--- config.mk ---
export PLATFORM = sky130hd
export DESIGN_NAME = psl_strap_latch
export DESIGN_NICKNAME = d
export VERILOG_FILES = /design/src/verilog/psl_pkg.sv /design/src/verilog/psl_sync.sv /design/src/verilog/psl_strap_latch.sv
export SDC_FILE = /design/constraint.sdc
export NUM_CORES = 1
export LEC_CHECK = 0
export BUFFER_PORTS_ARGS = -buffer_cell sky130_fd_sc_hd__buf_2
export CORE_MARGIN = 4
export CORE_UTILIZATION = 40
export CTS_CLUSTER_DIAMETER = 100
export DETAILED_ROUTE_END_ITERATION = 16
export GPL_TIMING_DRIVEN = 1
export PLACE_DENSITY = 0.63
export SYNTH_ARGS = -nofsm -noshare
export SYNTH_HDL_FRONTEND = slang
export SYNTH_SLANG_ARGS = --single-unit
--- constraint.sdc ---
create_clock -name pclk -period 3.1 [get_ports pclk]
set_input_delay 0.155 -clock pclk [delete_from_list [all_inputs] [get_ports pclk]]
set_output_delay 0.155 -clock pclk [all_outputs]
set_load 0.02 [all_outputs]
--- src/verilog/psl_pkg.sv ---
// Package of constants and types for the strap configuration latch
// Contract
// - Every strap pin is captured around hardware reset and sets the configuration with no register writes.
// - Neither a software reset nor the power-down pin causes the straps to be sampled again.
// - A first interface-select strap of 0 selects MII mode whatever the second strap reads.
// - Interface straps 1 and 0 select RMII mode, and the pair 1 and 1 is reserved.
// - Unconnected interface straps read as 0 and therefore select MII mode.
// - A low negotiation-enable strap turns negotiation off and forces speed and duplex from the straps.
// - Forced straps 00, 01, 10 and 11 give 10M half, 10M full, 100M half and 100M full, speed first.
// - Negotiation advertises 10M half and full for 00, 100M both for 01, half only for 10, all for 11.
// - The sampled negotiation straps become the reset contents of the control and advertisement registers.
// - The negotiation and capability straps pull up, so the default pattern 111 advertises every ability.
// - Address bit 0 pulls up and bits 4 to 1 pull down, so an unconnected set gives address 1.
// - Grounded signal-detect inputs select copper; low positive over non-ground negative is fibre, no data.
// - A high positive with a low or mid negative input gives fibre with valid data; all else is undefined.
// - While the latched negotiation enable is set, the latched speed and duplex bits 13 and 8 are ignored.
package psl_pkg;

   // ----------------------------------------
   // Timing
   // ----------------------------------------
   localparam int unsigned CLK_PERIOD_NS    = 20;
   localparam int unsigned SYNC_STAGES      = 3;
   localparam logic [2:0]  STRAP_SETTLE     = 3'(SYNC_STAGES) + 3'h1;

   // ----------------------------------------
   // Register offsets and fields
   // ----------------------------------------
   localparam logic [11:0] ADDR_CTRL        = 12'h000;
   localparam logic [11:0] ADDR_ADV         = 12'h004;
   localparam logic [11:0] ADDR_RXMODE      = 12'h008;
   localparam logic [11:0] ADDR_STATUS      = 12'h00c;
   localparam logic [11:0] ADDR_CMD         = 12'h010;
   localparam int unsigned CTRL_LOOP_BIT    = 14;
   localparam int unsigned CTRL_SPEED_BIT   = 13;
   localparam int unsigned CTRL_NEG_BIT     = 12;
   localparam int unsigned CTRL_DUPLEX_BIT  = 8;
   localparam int unsigned ADV_10H_BIT      = 5;
   localparam int unsigned ADV_10F_BIT      = 6;
   localparam int unsigned ADV_100H_BIT     = 7;
   localparam int unsigned ADV_100F_BIT     = 8;
   localparam logic [15:0] ADV_SELECTOR     = 16'h0001;
   localparam int unsigned CMD_SOFT_RST_BIT = 0;
   localparam int unsigned CMD_PWRDN_BIT    = 1;

   // ----------------------------------------
   // Reset values
   // ----------------------------------------
   localparam logic [15:0] CTRL_RESET       = 16'h3100;
   localparam logic [15:0] ADV_RESET        = 16'h01e1;
   localparam logic [4:0]  ADDR_RESET       = 5'h01;

   // ----------------------------------------
   // Types
   // ----------------------------------------
   typedef enum logic [1:0] {PSL_MII, PSL_RMII, PSL_IFACE_RSVD} psl_iface_type;
   typedef enum logic [1:0] {PSL_MEDIA_COPPER, PSL_MEDIA_FX_NODATA, PSL_MEDIA_FX_OK, PSL_MEDIA_UNDEF} psl_media_type;

   typedef struct packed {
      logic       loopback;
      logic       iface0;
      logic       iface1;
      logic       neg_enable;
      logic       speed_cap;
      logic       duplex_cap;
      logic [4:0] mgmt_addr;
   } psl_strap_type;

   typedef struct packed {
      logic [1:0] sig_detect_neg;
      logic [1:0] sig_detect_pos;
   } psl_sigdet_type;

   localparam logic [1:0] LVL_GND  = 2'h0;
   localparam logic [1:0] LVL_LOW  = 2'h1;
   localparam logic [1:0] LVL_MID  = 2'h2;
   localparam logic [1:0] LVL_HIGH = 2'h3;

endpackage : psl_pkg

--- src/verilog/psl_sync.sv ---
// Three-stage synchroniser with agreement filter
`timescale 1ns/10ps
module psl_sync
#(
   parameter int unsigned WIDTH = 4
)
(
   input  wire logic             pclk,
   input  wire logic             presetn,
   input  wire logic [WIDTH-1:0] din,
   output logic      [WIDTH-1:0] dout
);

   logic [WIDTH-1:0] stage1;
   logic [WIDTH-1:0] stage2;
   logic [WIDTH-1:0] stage3;
   logic [WIDTH-1:0] next_dout;

   always_comb
   begin
      for (int i = 0; i < WIDTH; i++)
      begin
         next_dout[i] = (stage2[i] == stage3[i]) ? stage3[i] : dout[i];
      end
   end

   always_ff @(posedge pclk or negedge presetn)
   begin
      if (!presetn)
      begin
         stage1 <= '0;
         stage2 <= '0;
         stage3 <= '0;
         dout   <= '0;
      end
      else
      begin
         stage1 <= din;
         stage2 <= stage1;
         stage3 <= stage2;
         dout   <= next_dout;
      end
   end

endmodule : psl_sync

--- src/verilog/psl_strap_latch.sv ---
// Strap capture, configuration defaults and APB register access
`timescale 1ns/10ps
module psl_strap_latch
(
   input  wire logic                    pclk,
   input  wire logic                    presetn,
   input  wire logic                    psel,
   input  wire logic                    penable,
   input  wire logic                    pwrite,
   input  wire logic [11:0]             paddr,
   input  wire logic [31:0]             pwdata,
   output logic      [31:0]             prdata,
   output logic                         pready,
   output logic                         pslverr,
   input  wire psl_pkg::psl_strap_type  strap_pins,
   input  wire psl_pkg::psl_sigdet_type sigdet,
   input  wire logic                    power_down_pin_n,
   output psl_pkg::psl_strap_type       strap_latched,
   output logic                         straps_valid,
   output psl_pkg::psl_iface_type       iface_mode,
   output psl_pkg::psl_media_type       media_mode,
   output logic                         neg_enable,
   output logic                         speed_100,
   output logic                         full_duplex,
   output logic                         loopback_en,
   output logic      [4:0]              mgmt_addr,
   output logic                         power_down
);

   // ----------------------------------------
   // Declarations
   // ----------------------------------------
   psl_pkg::psl_strap_type strap_q;
   logic                   captured;
   logic [15:0]            ctrl_reg;
   logic [15:0]            adv_reg;
   logic [4:0]             rxmode_reg;
   logic                   soft_rst;
   logic                   pwrdn_sw;
   psl_pkg::psl_strap_type next_strap_q;
   logic                   next_captured;
   logic [15:0]            next_ctrl_reg;
   logic [15:0]            next_adv_reg;
   logic [4:0]             next_rxmode_reg;
   logic                   next_soft_rst;
   logic                   next_pwrdn_sw;
   logic [15:0]            strap_ctrl;
   logic [15:0]            strap_adv;
   logic [31:0]            next_prdata;
   logic                   pd_sync;
   logic                   wr_en;
   logic                   rd_en;
   logic                   addr_ok;
   logic [2:0]             settle_cnt;
   logic [2:0]             next_settle_cnt;
   psl_pkg::psl_strap_type strap_sync;
   psl_pkg::psl_sigdet_type sigdet_sync;

   // ----------------------------------------
   // Pin synchronisers
   // ----------------------------------------
   psl_sync #(.WIDTH(1)) u_pd_sync
   (
      .pclk    (pclk),
      .presetn (presetn),
      .din     (~power_down_pin_n),
      .dout    (pd_sync)
   );

   psl_sync #(.WIDTH($bits(psl_pkg::psl_strap_type))) u_strap_sync
   (
      .pclk    (pclk),
      .presetn (presetn),
      .din     (strap_pins),
      .dout    (strap_sync)
   );

   psl_sync #(.WIDTH($bits(psl_pkg::psl_sigdet_type))) u_sigdet_sync
   (
      .pclk    (pclk),
      .presetn (presetn),
      .din     (sigdet),
      .dout    (sigdet_sync)
   );

   // ----------------------------------------
   // Strap-derived defaults
   // ----------------------------------------
   always_comb
   begin
      strap_ctrl = '0;
      strap_ctrl[psl_pkg::CTRL_LOOP_BIT]   = strap_q.loopback;
      strap_ctrl[psl_pkg::CTRL_NEG_BIT]    = strap_q.neg_enable;
      strap_ctrl[psl_pkg::CTRL_SPEED_BIT]  = strap_q.speed_cap;
      strap_ctrl[psl_pkg::CTRL_DUPLEX_BIT] = strap_q.duplex_cap;
      strap_adv = psl_pkg::ADV_SELECTOR;
      if (strap_q.neg_enable)
      begin
         strap_adv[psl_pkg::ADV_10H_BIT]  = ~strap_q.duplex_cap | strap_q.speed_cap;
         strap_adv[psl_pkg::ADV_10F_BIT]  = ~strap_q.speed_cap & ~strap_q.duplex_cap
                                            | strap_q.speed_cap & strap_q.duplex_cap;
         strap_adv[psl_pkg::ADV_100H_BIT] = strap_q.duplex_cap | strap_q.speed_cap;
         strap_adv[psl_pkg::ADV_100F_BIT] = strap_q.duplex_cap;
      end
   end

   // ----------------------------------------
   // Capture and register state
   // ----------------------------------------
   assign wr_en   = psel & penable & pwrite;
   assign rd_en   = psel & ~pwrite;
   assign addr_ok = (paddr == psl_pkg::ADDR_CTRL) || (paddr == psl_pkg::ADDR_ADV) ||
                    (paddr == psl_pkg::ADDR_RXMODE) || (paddr == psl_pkg::ADDR_STATUS) ||
                    (paddr == psl_pkg::ADDR_CMD);

   always_comb
   begin
      next_strap_q    = strap_q;
      next_captured   = captured;
      next_settle_cnt = settle_cnt;
      next_ctrl_reg   = ctrl_reg;
      next_adv_reg    = adv_reg;
      next_rxmode_reg = rxmode_reg;
      next_soft_rst   = 1'b0;
      next_pwrdn_sw   = pwrdn_sw;
      if (settle_cnt != psl_pkg::STRAP_SETTLE)
      begin
         // Wait until the strap synchroniser agrees with the pins
         next_settle_cnt = settle_cnt + 3'h1;
      end
      else if (!captured)
      begin
         // Settled board ties are taken once per hardware reset
         next_strap_q  = strap_sync;
         next_captured = 1'b1;
      end
      if (captured && !straps_valid)
      begin
         next_ctrl_reg   = strap_ctrl;
         next_adv_reg    = strap_adv;
         next_rxmode_reg = strap_q.mgmt_addr;
      end
      else if (soft_rst)
      begin
         // Soft reset restores the latched control and advertisement defaults, but not the address, without resampling pins
         next_ctrl_reg = strap_ctrl;
         next_adv_reg  = strap_adv;
      end
      else if (wr_en && addr_ok)
      begin
         unique case (paddr)
            psl_pkg::ADDR_CTRL:   next_ctrl_reg   = pwdata[15:0];
            psl_pkg::ADDR_ADV:    next_adv_reg    = pwdata[15:0];
            psl_pkg::ADDR_RXMODE: next_rxmode_reg = pwdata[4:0];
            psl_pkg::ADDR_CMD:
            begin
               next_soft_rst = pwdata[psl_pkg::CMD_SOFT_RST_BIT];
               next_pwrdn_sw = pwdata[psl_pkg::CMD_PWRDN_BIT];
            end
            default: next_ctrl_reg = ctrl_reg;
         endcase
      end
   end

   always_ff @(posedge pclk or negedge presetn)
   begin
      if (!presetn)
      begin
         strap_q      <= '0;
         captured     <= 1'b0;
         settle_cnt   <= 3'h0;
         straps_valid <= 1'b0;
         ctrl_reg     <= psl_pkg::CTRL_RESET;
         adv_reg      <= psl_pkg::ADV_RESET;
         rxmode_reg   <= psl_pkg::ADDR_RESET;
         soft_rst     <= 1'b0;
         pwrdn_sw     <= 1'b0;
      end
      else
      begin
         strap_q    <= next_strap_q;
         captured   <= next_captured;
         settle_cnt <= next_settle_cnt;
         straps_valid <= captured;
         ctrl_reg   <= next_ctrl_reg;
         adv_reg    <= next_adv_reg;
         rxmode_reg <= next_rxmode_reg;
         soft_rst   <= next_soft_rst;
         pwrdn_sw   <= next_pwrdn_sw;
      end
   end

   // ----------------------------------------
   // Mode decode
   // ----------------------------------------
   always_comb
   begin
      if (!strap_q.iface0)
         iface_mode = psl_pkg::PSL_MII;
      else if (!strap_q.iface1)
         iface_mode = psl_pkg::PSL_RMII;
      else
         iface_mode = psl_pkg::PSL_IFACE_RSVD;
      if (sigdet_sync.sig_detect_neg == psl_pkg::LVL_GND && sigdet_sync.sig_detect_pos == psl_pkg::LVL_GND)
         media_mode = psl_pkg::PSL_MEDIA_COPPER;
      else if (sigdet_sync.sig_detect_pos == psl_pkg::LVL_LOW && sigdet_sync.sig_detect_neg != psl_pkg::LVL_GND)
         media_mode = psl_pkg::PSL_MEDIA_FX_NODATA;
      else if (sigdet_sync.sig_detect_pos == psl_pkg::LVL_HIGH &&
               (sigdet_sync.sig_detect_neg == psl_pkg::LVL_LOW || sigdet_sync.sig_detect_neg == psl_pkg::LVL_MID))
         media_mode = psl_pkg::PSL_MEDIA_FX_OK;
      else
         media_mode = psl_pkg::PSL_MEDIA_UNDEF;
   end

   assign strap_latched = strap_q;
   assign neg_enable    = ctrl_reg[psl_pkg::CTRL_NEG_BIT];
   // Negotiation on masks the forced speed and duplex bits
   assign speed_100     = ~neg_enable & ctrl_reg[psl_pkg::CTRL_SPEED_BIT];
   assign full_duplex   = ~neg_enable & ctrl_reg[psl_pkg::CTRL_DUPLEX_BIT];
   assign loopback_en   = ctrl_reg[psl_pkg::CTRL_LOOP_BIT];
   assign mgmt_addr     = rxmode_reg;
   assign power_down    = pd_sync | pwrdn_sw;

   // ----------------------------------------
   // APB read path
   // ----------------------------------------
   always_comb
   begin
      next_prdata = prdata;
      if (rd_en && !penable)
      begin
         next_prdata = '0;
         unique case (paddr)
            psl_pkg::ADDR_CTRL:   next_prdata[15:0] = ctrl_reg;
            psl_pkg::ADDR_ADV:    next_prdata[15:0] = adv_reg;
            psl_pkg::ADDR_RXMODE: next_prdata[4:0]  = rxmode_reg;
            psl_pkg::ADDR_STATUS: next_prdata[7:0]  = {straps_valid, power_down, media_mode,
                                                       iface_mode, soft_rst, pwrdn_sw};
            default:              next_prdata = '0;
         endcase
      end
   end

   always_ff @(posedge pclk or negedge presetn)
   begin
      if (!presetn)
         prdata <= '0;
      else
         prdata <= next_prdata;
   end

   assign pready  = 1'b1;
   assign pslverr = psel & penable & ~addr_ok;
endmodule : psl_strap_latch

# Word level (Yosys, flattened, before mapping)
# Index checks and enable logic that the tools add are counted.
[totals]
mem_count = 0
mem_bits_ro = 0
latch_bits = 0
word_cells = 142
ff_bits = 135
ramBits = 0
inputBits = 65
[op_classes]
n_reduce_logical = 27
mul = 0
eq_ne = 26
magnitude_cmp = 0
n_shift = 0
n_mux = 25
add_sub_neg = 1
div_mod_pow = 0
bitwise = 22
[op_table]
columns = ["cell", "n"]
rows = [
  ["$mux W16", 8],
  ["$eq A12 B4 Y1 const B", 2],
  ["$mux W5", 4],
  ["$pmux W5 S4", 1],
  ["$eq A1 B1 Y1", 16],
  ["$pmux W8 S2", 1],
  ["$eq A12 B3 Y1 const B", 1],
  ["$eq A12 B5 Y1 const B", 1],
  ["$logic_not A12 Y1", 1],
  ["$not A1 Y1", 10],
  ["$pmux W3 S3", 1],
  ["$reduce_bool A3 Y1", 3],
  ["$and A1 B1 Y1", 8],
  ["$mux W2", 4],
  ["$logic_and A1 B1 Y1", 6],
  ["$reduce_and A2 Y1", 3],
  ["$reduce_bool A2 Y1", 3],
  ["$logic_or A1 B1 Y1", 5],
  ["$mux W1", 5],
  ["$eq A2 B1 Y1 const B", 2],
  ["$eq A2 B2 Y1 const B", 2],
  ["$logic_not A2 Y1", 2],
  ["$mux W4", 1],
  ["$or A1 B1 Y1", 4],
  ["6 further kinds", 7],
]

# Logic depth before layout (Yosys ltp)
# Gate-level depths: netlist of run 1.
[logic_depth]
depth_word = 9
mapped_depth = 6
mapped_depth_nobuf = 6

# Cells and area by module
# Synthesis of run 1 repeated with hierarchy kept, for this count alone.
[hier_totals]
cells_unflattened = 448
hier_area_um2 = 5417.7
[by_module_without_submodules]
columns = ["mod", "seq_area_each_um2", "n_inst", "area_each_um2", "cells_per_inst"]
rows = [
  ["psl_strap_latch", 1788.0, 1, 3636.0, 368],
  ["psl_sync at u_strap_sync", 1101.1, 1, 1224.9, 55],
  ["psl_sync at u_sigdet_sync", 400.4, 1, 445.4, 20],
  ["psl_sync at u_pd_sync", 100.1, 1, 111.4, 5],
]

# Least setup slack after synthesis of run 1
# Ideal clock, no wire load.
[synth_timing]
kind = "register to register"
from = "register u_sigdet_sync.dout[2]"
to = "register prdata[4]"
setup_slack_ns = 1.404
t_arrival_ns = 1.575
stages_incl_launch_ff = 7
n_path_buf = 0
t_required_ns = 2.979
period_less_slack_ns = 1.696
setup_time_ns = 0.121
cell_sequence = "dfrtp_1 > inv_1 > ha_1 > nor3b_1 > a31oi_1 > mux4_2 > a22o_1"
[synth_between]
elab_chain_cells = 7
elab_cells_between_ends = 12
cone_classes = "2 x eq/ne; 4 x mux; 6 x reduce/logical"
[synth_rtl]
columns = ["item", "line", "text"]
rows = [
  ["start: declaration", "psl_sync.sv:11", "output logic [WIDTH-1:0] dout"],
  ["start signal: assignment", "psl_sync.sv:41", "dout <= next_dout;"],
  ["$eq A2 B1 Y1 / $eq A2 B2 Y1 (equally long branches)", "psl_strap_latch.sv:209", "(sigdet_sync.sig_detect_neg == psl_pkg::LVL_LOW || sigdet_sync.sig_detect_neg == psl_pkg::LVL_MID))"],
  ["$logic_or A1 B1 Y1", "psl_strap_latch.sv:209", ""],
  ["$logic_and A1 B1 Y1", "psl_strap_latch.sv:208", "else if (sigdet_sync.sig_detect_pos == psl_pkg::LVL_HIGH &&"],
  ["$mux W1", "psl_strap_latch.sv:208", ""],
  ["$mux W2", "psl_strap_latch.sv:206", "else if (sigdet_sync.sig_detect_pos == psl_pkg::LVL_LOW && sigdet_sync.sig_detect_neg != psl_pkg::LVL_GND)"],
  ["$mux W2 (*)", "psl_strap_latch.sv:204", "if (sigdet_sync.sig_detect_neg == psl_pkg::LVL_GND && sigdet_sync.sig_detect_pos == psl_pkg::LVL_GND)"],
  ["net media_mode[0]", "psl_strap_latch.sv:21", "output psl_pkg::psl_media_type media_mode,"],
  ["$pmux W5 S4 (*)", "psl_strap_latch.sv:233", "unique case (paddr)"],
  ["end signal: assignment", "psl_strap_latch.sv:249", "prdata <= next_prdata;"],
  ["end: declaration", "psl_strap_latch.sv:12", "output logic [31:0] prdata,"],
]
# Mark *: on every way through the listed nets, which the timed path passes. The rest lies on a longest branch.
# A chain may end at the register's enable or synchronous reset.

# Worst setup path after layout of run 1
[layout_timing]
from = "input paddr[2]"
to = "register adv_reg[3]"
[layout_between]
elab_chain_cells = 8
elab_cells_between_ends = 13
cone_classes = "4 x eq/ne; 9 x reduce/logical"
[layout_rtl]
columns = ["item", "line", "text"]
rows = [
  ["start: declaration", "psl_strap_latch.sv:10", "input wire logic [11:0] paddr,"],
  ["$eq A12 B3 Y1 / $logic_not A12 Y1 (equally long branches)", "psl_strap_latch.sv:112, psl_strap_latch.sv:151", ""],
  ["$logic_or A1 B1 Y1 (2 in series)", "psl_strap_latch.sv:112", "assign addr_ok = (paddr == psl_pkg::ADDR_CTRL) || (paddr == psl_pkg::ADDR_ADV) ||"],
  ["$logic_or A1 B1 Y1 (2 in series)", "psl_strap_latch.sv:113", "(paddr == psl_pkg::ADDR_RXMODE) || (paddr == psl_pkg::ADDR_STATUS) ||"],
  ["$logic_and A1 B1 Y1", "psl_strap_latch.sv:149", "else if (wr_en && addr_ok)"],
  ["$reduce_bool A3 Y1 (no source line)", "-", ""],
  ["$reduce_and A2 Y1 (no source line) (*)", "-", ""],
  ["end signal: assignment", "psl_strap_latch.sv:174", "adv_reg <= psl_pkg::ADV_RESET;"],
  ["end signal: assignment", "psl_strap_latch.sv:186", "adv_reg <= next_adv_reg;"],
  ["end: declaration", "psl_strap_latch.sv:36", "logic [15:0] adv_reg;"],
]
# Every way passes the cells marked *; elsewhere a longest branch is shown, timed or not.

==> results of run 1 <==
-- layer usage --
| layer | global-route usage | vias up | wire (um) |
|---|---|---|---|
| met3 | 0.0468 | 27 | 868 |
| met1 | 0.216 | 1861 | 5240 |
| met4 | 0.0767 | 0 | 284 |
| met2 | 0.248 | 149 | 5640 |
| li1 | - | 1770 | - |
| met5 | 0 | - | 0 |
-- metrics by stage --
| step | hold WS [ns] | utilization | instance area, um^2 | setup slack, ns |
|---|---|---|---|---|
| final | 0.0122 | 0.512 | 6780 | 1.23 |
| after global routing | 0.00990 | 0.512 | 6780 | 1.15 |
| after CTS | 0.000133 | 0.512 | 6780 | 1.29 |
| after detailed placement | 0.245 | 0.448 | 5930 | 0.874 |
| after global placement | 0.229 | 0.448 | 5930 | 0.896 |
| after floorplan | -0.141 | - | 5450 | 1.40 |
-- report_power, final --
| part | leakage [nW] | switching (mW) | total, mW | internal, mW |
|---|---|---|---|---|
| Sequential | 1.66 | 0.0465 | 1.89 | 1.85 |
| Clock | 0.312 | 0.744 | 2.09 | 1.35 |
| Combinational | 1.15 | 0.181 | 0.303 | 0.122 |
| Total | 3.12 | 0.971 | 4.29 | 3.32 |
-- cell families (layout without fill, tap and decap cells) --
logic type,Yosys count,count (layout),synth area share
other cells,2,17,0.00139
flops,135,135,0.629
fa+ha+maj,21,21,0.0413
buf+inv,53,162,0.0543
simple gates,104,104,0.101
xor+xnor,2,2,0.00325
mux,28,28,0.0622
compound gates,101,101,0.108
-- worst paths after layout --
| path | to | slack, ns |
|---|---|---|
| max reg2reg | adv_reg[8] | 1.36 |
| min | adv_reg[7] | 0.01 |
| min reg2reg | u_sigdet_sync.stage2[2] | 0.34 |
| min in group asynchronous | u_strap_sync.stage1[6] | 0.33 |
| max | adv_reg[3] | 1.23 |
| max in group asynchronous | adv_reg[6] | 1.98 |
-- worst reg2reg max path: cells and delay by family (launching register included) --
| kind | cells | cell delay [ns] |
|---|---|---|
| AND/OR/NAND/NOR | 2 | 0.80 |
| flip-flops | 1 | 0.39 |
| buffers and inverters | 1 | 0.17 |
| AO/OA/AOI/OAI | 2 | 0.30 |
-- layout by cell type, fill, tap and decap left out, types with 7 or more instances in the layout --
cell type	Yosys	final
conb_1	2	17
nor2_1	15	15
buf_2	12	90
maj3_1	16	16
a21oi_1	29	29
nand2_1	23	23
dfrtp_1	126	126
o21ai_1	8	8
nand2b_1	7	7
clkbuf_16	0	17
nand4_1	8	8
dfstp_2	9	9
a31oi_1	9	9
inv_1	11	11
dlygate4sd3_1	0	23
mux2_2	14	14
mux2i_1	11	11
nand3_1	26	26
o21ai_0	41	41
-- layout make-up --
class	instances	area share
sequential	135	0.500
tap	176	0.0325
inverter	11	0.00609
timing repair buffer	119	0.109
clock buffer	17	0.0627
multi-input combinational	273	0.260
clock inverter	15	0.0291
-- timing repair --
action                                  CTS  global route
endpoints found under the hold margin   103             0
buffers inserted                          0             0
hold buffers                             23             0
resized for setup                         0             0
endpoints found under the setup margin    0             0
==> out/metrics.cfg, run 1 <==
[grt]
grt_pass1_vias=3733
grt_overflow=0
grt_max_degree=84
grt_pass1_wl_mm=19.2
track_usage=0.163
antenna_found_initial=0

[cts]
path_clk_slew_ns=0.05
clockBufferDepth=2
cts_sinks=135
cts_root_buf=clkbuf_16
clk_latency_ns=0.41
htree_levels=4
cts_tree=done
numCtsBuffers=17

[power]
power.total_mw=4.29
power_density_mw_per_mm2=632
p_leak_nw=3.12
vdd_drop_max_mv=0.342

[finish]
diodes=0
drive_above_1_share=0.289
nFillCells=1172
syn2layout_area_growth_pct=25.8
fin_nets=627
instances_no_fill=746
register_area_mm2=0.00339
multiInputGateArea_mm2=0.00177

[hold_path]
hold_depth=3
worstHoldStart=pwdata[7]
worstHoldPathType=input pin to flip-flop

[synth]
synth_common_cells=dfrtp_1 (126), o21ai_0 (41), a21oi_1 (29), nand3_1 (26), nand2_1 (23)
yosys_register_bits=135
synthMostInstantiatedCell=dfrtp_1
yosysWarnings=0
synth_ff_type=dfrtp_1
synth_edf_count=0
ys_seq_area_frac=0.629
synth_area_leaders=dfrtp_1 (58%), dfstp_2 (4.4%), o21ai_0 (3.8%)
synth.avg_cell_area_um2=12.1
async_reset_ff_frac=1.00
synth_cell_types=40
synth_top_area_cell=dfrtp_1
synthesis.instances=446
syn_area_mm2=0.00539
synth_top_area_share=0.585

[sta]
max_slew_margin=0.420
setup_viol=0
max_slew.worst_pin.slew_ns=0.868
fin_crit_ns=1.87
finalClockSkew_ns=0.00591
setup_tns_ns=0
fmax_ghz=0.535
slew_violations=0
finalCritPeriodShare=0.603
grt_setup_unrepaired=no
finalHoldViolCount=0

[placed_design]
portBuffers=91
dp_cells=691
gp_routability_congestion=0.838
dp_hpwl_mm=8.35

[worst_setup_path]
reg2reg_from=captured
crit_fanout=26
endpoint_kind=flip-flop
path_class=input pin to flip-flop
crit_path_cell_trace=buf_2 > nor2b_1 > nand2_1 > o21ai_0 > a21oi_1
worstRegToRegCells=5
crit_buf_inv=1
cp.depth=5
critical_path.top_delay_family=simple AND/OR/NAND/NOR gates
cp_slowest_cell=buf_2
cp-start-kind=input pin
arrival_ns=2.14
slowest_delay_ns=0.53
critPathLaunch=paddr[2]
crit_required_ns=3.37

[floorplanning]
ios=125
start_util=0.407
die-area_mm2=0.0154
core_area_mm2=0.0132
rows=42
die_w_um=124
die_h_um=124

[run]
cap_violations=0

[routing]
vias=3807
via_per_inst=5.10
wl_per_cell_um=16.1
detail_route.iter0.violations=185
routed_wirelength_mm=12.0
drc=0
firstDrtPassIters=6
ant_nets=0

[run_status]
outcome=completed

Note: power is estimated with default switching activity, not from simulation.
==> run 2, diff against run 1 <==
--- a/config.mk
+++ b/config.mk
@@ -11,7 +11,7 @@
 export CTS_CLUSTER_DIAMETER = 100
 export DETAILED_ROUTE_END_ITERATION = 16
 export GPL_TIMING_DRIVEN = 1
-export PLACE_DENSITY = 0.63
+export PLACE_DENSITY = 0.66
 export SYNTH_ARGS = -nofsm -noshare
 export SYNTH_HDL_FRONTEND = slang
 export SYNTH_SLANG_ARGS = --single-unit
==> constraint.sdc (replaced) <==
create_clock -name pclk -period 1.5 [get_ports pclk]
set_input_delay 0.075 -clock pclk [delete_from_list [all_inputs] [get_ports pclk]]
set_output_delay 0.075 -clock pclk [all_outputs]
set_load 0.02 [all_outputs]
==> out/metrics.cfg, run 2 (synthesis gave the netlist of run 1 again) <==
[run_status]
outcome=complete, but fails checks
violations=setup timing

[worst_setup_path]
slowest_delay_ns=0.47  ; -0.06 ns
crit_fanout=2  ; -92%
arrival_ns=1.93  ; -0.21 ns
crit_path_cell_trace=inv_1 > ha_2 > nor3b_4 > a31oi_4 > mux4_2 > a22o_1
path_class=flip-flop to flip-flop
crit_required_ns=1.80  ; -1.57 ns
cp_slowest_cell=mux4_2
cp-start-kind=flip-flop
endpoint_kind=flip-flop

[grt]
antenna_found_initial=0  ; unchanged
grt_pass1_vias=3984  ; +6.7%
grt_max_degree=43  ; -49%
grt_overflow=0  ; unchanged
track_usage=0.174  ; +0.0108
grt_pass1_wl_mm=20.6  ; +7.5%

[sta]
setup_viol=3  ; +3
layout_setup_ws_ns=-0.131  ; -1.36 ns
max_slew_margin=0.625  ; +0.206
fin_crit_ns=1.63
finalHoldViolCount=0  ; unchanged
max_slew.worst_pin.slew_ns=0.561  ; -0.307 ns
hold-worst-slack_ns=0.0609  ; +0.0487 ns
slew_violations=0  ; unchanged
grt_setup_unrepaired=yes
finalCritPeriodShare=1.09
fmax_ghz=0.613
finalClockSkew_ns=0.00471  ; -0.00119 ns

[floorplanning]
die_w_um=124  ; unchanged
start_util=0.407  ; unchanged
die_h_um=124  ; unchanged
rows=42  ; unchanged
core_area_mm2=0.0132  ; unchanged
ios=125  ; unchanged
die-area_mm2=0.0154  ; unchanged

[finish]
instances_no_fill=790  ; +5.9%
fin_nets=671  ; +7.0%
mostFrequentLayoutCells=dfrtp_1 (126), buf_2 (88), o21ai_0 (40)
register_area_mm2=0.00339  ; unchanged
final_common_cell=dfrtp_1
design_area_mm2=0.00720  ; +6.2%
diodes=0  ; unchanged
drive_above_1_share=0.339  ; +0.0493
multiInputGateArea_mm2=0.00184  ; +4.1%
nFillCells=1128  ; -3.8%
final_util=0.544  ; +0.0317
syn2layout_area_growth_pct=33.6

[routing]
routed_wirelength_mm=12.7  ; +5.4%
firstDrtPassIters=4  ; -2
ant_nets=0  ; unchanged
route.met3.wl_um=858  ; -1.2%
maxUsedRoutingLayer=met4
wl_met1_mm=5.67  ; +8.2%
wl_per_cell_um=16.1  ; -0.49%
vias=3965  ; +4.2%
wl_met2_mm=6.03  ; +6.9%
detail_route.iter0.violations=249  ; +35%
drc=0  ; unchanged
via_per_inst=5.02  ; -1.7%

[placed_design]
dpl_cell_area_mm2=0.00624  ; +5.2%
portBuffers=91  ; unchanged
dp_cells=724  ; +4.8%
gp_routability_congestion=0.778  ; -7.2%
dp_hpwl_mm=8.89  ; +6.4%

[cts]
cts_sinks=135  ; unchanged
clk_latency_ns=0.41  ; about the same
path_clk_slew_ns=0.06  ; about the same
cts_tree=done
cts_root_buf=clkbuf_16
htree_levels=4  ; unchanged
clockBufferDepth=2  ; unchanged
numCtsBuffers=17  ; unchanged

[hold_path]
worstHoldPathType=input pin to flip-flop

[run]
cap_violations=0  ; unchanged

[power]
power.total_mw=8.71  ; +100%
vdd_drop_max_mv=0.682  ; +100%
power_density_mw_per_mm2=1210  ; +91%
p_leak_nw=3.32  ; +6.4%

[run 2: per-stage QoR]
step	TNS (ns)	worst slack, ns
after floorplan	-0.136	-0.136
after global placement	-0.121	-0.0987
after detailed placement	-0.678	-0.131
after CTS	-0.364	-0.137
after global routing	-0.531	-0.193
final	-0.315	-0.131
[run 2: routing by layer]
| layer | up-vias | global-route usage |
|---|---|---|
| met5 | - | 0 |
| met4 | 0 | 0.0568 |
| met3 | 11 | 0.0490 |
| met2 | 136 | 0.271 |
| met1 | 1954 | 0.236 |
| li1 | 1864 | - |
[run 2: worst paths after layout]
check | startpoint | cells after the start | slack, ns | end
max reg2reg | u_sigdet_sync.dout[3] | 6 | -0.13 | prdata[4]
max | u_sigdet_sync.dout[3] | 6 | -0.13 | prdata[4]
min | psel | 3 | 0.06 | prdata[5]
min reg2reg | u_strap_sync.stage1[4] | 0 | 0.35 | u_strap_sync.stage2[4]
min in group asynchronous | presetn | 2 | 0.15 | u_strap_sync.stage1[10]
max in group asynchronous | presetn | 3 | 0.75 | ctrl_reg[13]
[run 2: cell type report]
| class | instances | share of cell area |
|---|---|---|
| clock buffer | 18 | 0.0596 |
| sequential | 135 | 0.471 |
| clock inverter | 14 | 0.0207 |
| timing repair buffer | 163 | 0.158 |
| inverter | 11 | 0.00573 |
| multi-input combinational | 273 | 0.255 |
| tap | 176 | 0.0306 |
[run 2: critical path, delay by kind of cell (launching register included)]
family | cells | cell delay [ns]
muxes | 1 | 0.47
DFF | 1 | 0.38
AOI/OAI and AO/OA | 2 | 0.24
and+or+nand+nor | 1 | 0.21
adders and majority gates | 1 | 0.17
buffers and inverters | 1 | 0.06
[run 2: power by group]
| group | switching [mW] | leakage, nW | internal (mW) | total, mW |
|---|---|---|---|---|
| clock | 1.58 | 0.274 | 2.46 | 4.03 |
| sequential | 0.0983 | 1.66 | 3.82 | 3.92 |
| combinational | 0.412 | 1.38 | 0.344 | 0.756 |
[run 2: repair_timing]
item                                   CTS  global route
hold buffers                            33             0
setup endpoints to repair               26            10
endpoints found under the hold margin  180             0
gates resized for setup                  6             6
buffers inserted                         1             0
pin swaps                                2             4
==> run 3, diff against run 2 <==
--- a/config.mk
+++ b/config.mk
@@ -11,7 +11,6 @@
 export CTS_CLUSTER_DIAMETER = 100
 export DETAILED_ROUTE_END_ITERATION = 16
 export GPL_TIMING_DRIVEN = 1
-export PLACE_DENSITY = 0.66
 export SYNTH_ARGS = -nofsm -noshare
 export SYNTH_HDL_FRONTEND = slang
 export SYNTH_SLANG_ARGS = --single-unit
==> out/metrics.cfg, run 3 (synthesis gave the netlist of run 1 again) <==
[run_status]
outcome=complete, but fails checks
violations=setup timing

[sta]
layout_setup_ws_ns=-0.114  ; +0.0172 ns
grt_setup_unrepaired=yes
finalClockSkew_ns=0.00496  ; +0.000244 ns
finalHoldViolCount=0  ; unchanged
slew_violations=0  ; unchanged
finalCritPeriodShare=1.08  ; -0.0115
fmax_ghz=0.620  ; +1.1%
setup_viol=3  ; unchanged
fin_crit_ns=1.61  ; -0.0172 ns

[cts]
clockBufferDepth=2  ; unchanged
cts_root_buf=clkbuf_16
numCtsBuffers=17  ; unchanged
cts_tree=done
cts_sinks=135  ; unchanged
clk_latency_ns=0.42  ; about the same
path_clk_slew_ns=0.05  ; about the same
htree_levels=4  ; unchanged

[worst_setup_path]
crit_fanout=2  ; unchanged
slowest_delay_ns=0.47  ; about the same
cp-start-kind=flip-flop
cp_slowest_cell=mux4_2
crit_required_ns=1.80  ; about the same
arrival_ns=1.92  ; about the same
crit_buf_inv=1  ; unchanged
crit_path_cell_trace=inv_2 > ha_4 > nor3b_4 > a31oi_4 > mux4_2 > a22o_1
critPathLaunch=u_sigdet_sync.dout[3]
reg2reg_from=u_sigdet_sync.dout[3]
endpoint_kind=flip-flop
path_class=flip-flop to flip-flop
critical_path.top_delay_family=multiplexers

[placed_design]
dp_cells=723  ; -0.14%
portBuffers=91  ; unchanged
gp_routability_congestion=0.782  ; +0.58%
dp_worst_setup_slack_ns=-0.124  ; +0.00702 ns
dp_hpwl_mm=8.84  ; -0.47%

[finish]
mostFrequentLayoutCells=dfrtp_1 (126), buf_2 (88), o21ai_0 (40)
drive_above_1_share=0.335  ; -0.00380
fin_nets=674  ; +0.45%
final_common_cell=dfrtp_1
final_util=0.544  ; unchanged
syn2layout_area_growth_pct=33.6  ; unchanged
instances_no_fill=791  ; +0.13%
diodes=0  ; unchanged

[grt]
antenna_found_initial=0  ; unchanged
grt_overflow=0  ; unchanged
grt_pass1_wl_mm=20.6  ; +0.14%
grt_max_degree=41  ; -4.7%
grt_pass1_vias=4060  ; +1.9%
track_usage=0.178  ; +0.00463

[run]
cap_violations=0  ; unchanged

[routing]
routed_wirelength_mm=12.6  ; -0.73%
drc=0  ; unchanged
via_per_inst=4.95  ; -1.5%
ant_nets=0  ; unchanged
detail_route.iter0.violations=178  ; -29%
vias=3912  ; -1.3%
firstDrtPassIters=5  ; +1
wl_per_cell_um=15.9  ; -0.86%

[floorplanning]
core_area_mm2=0.0132  ; unchanged
die_w_um=124  ; unchanged
rows=42  ; unchanged
die-area_mm2=0.0154  ; unchanged
ios=125  ; unchanged
start_util=0.407  ; unchanged
die_h_um=124  ; unchanged

[hold_path]
worstHoldStart=psel
worstHoldPathType=input pin to flip-flop

[power]
p_leak_nw=3.34  ; +0.43%
power_density_mw_per_mm2=1200  ; -0.63%
vdd_drop_max_mv=0.803  ; +18%
power.total_mw=8.65  ; -0.63%

## run 3: layer usage
| metal | vias up | track usage | part of all wire |
|---|---|---|---|
| met4 | 0 | 0.0876 | 0.022 |
| met3 | 24 | 0.0545 | 0.077 |
| li1 | 1857 | - | - |
| met5 | - | 0 | 0 |
| met1 | 1894 | 0.240 | 0.44 |
| met2 | 137 | 0.264 | 0.46 |
## run 3: report_power, final
| group | switching [mW] | internal, mW | leakage [nW] |
|---|---|---|---|
| logic | 0.412 | 0.357 | 1.39 |
| registers | 0.0962 | 3.82 | 1.66 |
| clock network | 1.40 | 2.57 | 0.283 |
## run 3: final cells by class
type	instances	area (um^2)
timing repair buffer	166	1160
clock buffer	28	537
sequential	135	3390
inverter	11	41.3
tap	176	220
fill	1140	6040
multi-input combinational	273	1820
clock inverter	2	35.0
## run 3: through the flow
step / TNS (ns) / hold WS (ns) / area, um^2
after floorplan: -0.136 / -0.221 / 5490
after global placement: -0.181 / 0.0157 / 6230
after detailed placement: -1.24 / 0.0197 / 6230
after CTS: -0.346 / 0.0402 / 7180
after global routing: -0.564 / 0.0610 / 7200
final: -0.273 / 0.0644 / 7200
## run 3: final timing paths
path / cells past startpoint / slack (ns) / end
max: 6 / -0.11 / prdata[4]
max reg2reg: 6 / -0.11 / prdata[4]
min in group asynchronous: 2 / 0.14 / u_strap_sync.stage1[6]
min reg2reg: 0 / 0.34 / u_sigdet_sync.stage2[1]
max in group asynchronous: 3 / 0.75 / adv_reg[7]
min: 3 / 0.06 / prdata[5]
## run 3: worst reg2reg max path: cells and delay by family (launching register included)
family | cells | cell delay, ns
muxes | 1 | 0.47
DFF | 1 | 0.39
AOI/OAI and AO/OA | 2 | 0.24
and+or+nand+nor | 1 | 0.21
adders and majority gates | 1 | 0.13
buffers and inverters | 1 | 0.08
## run 3: what timing repair did
action                                  CTS  global route
setup buffers                             3             2
resized for setup                         7             4
pin swaps                                 3             4
endpoints found under the setup margin   18            13
endpoints found under the hold margin   176             0
hold buffers                             33             0
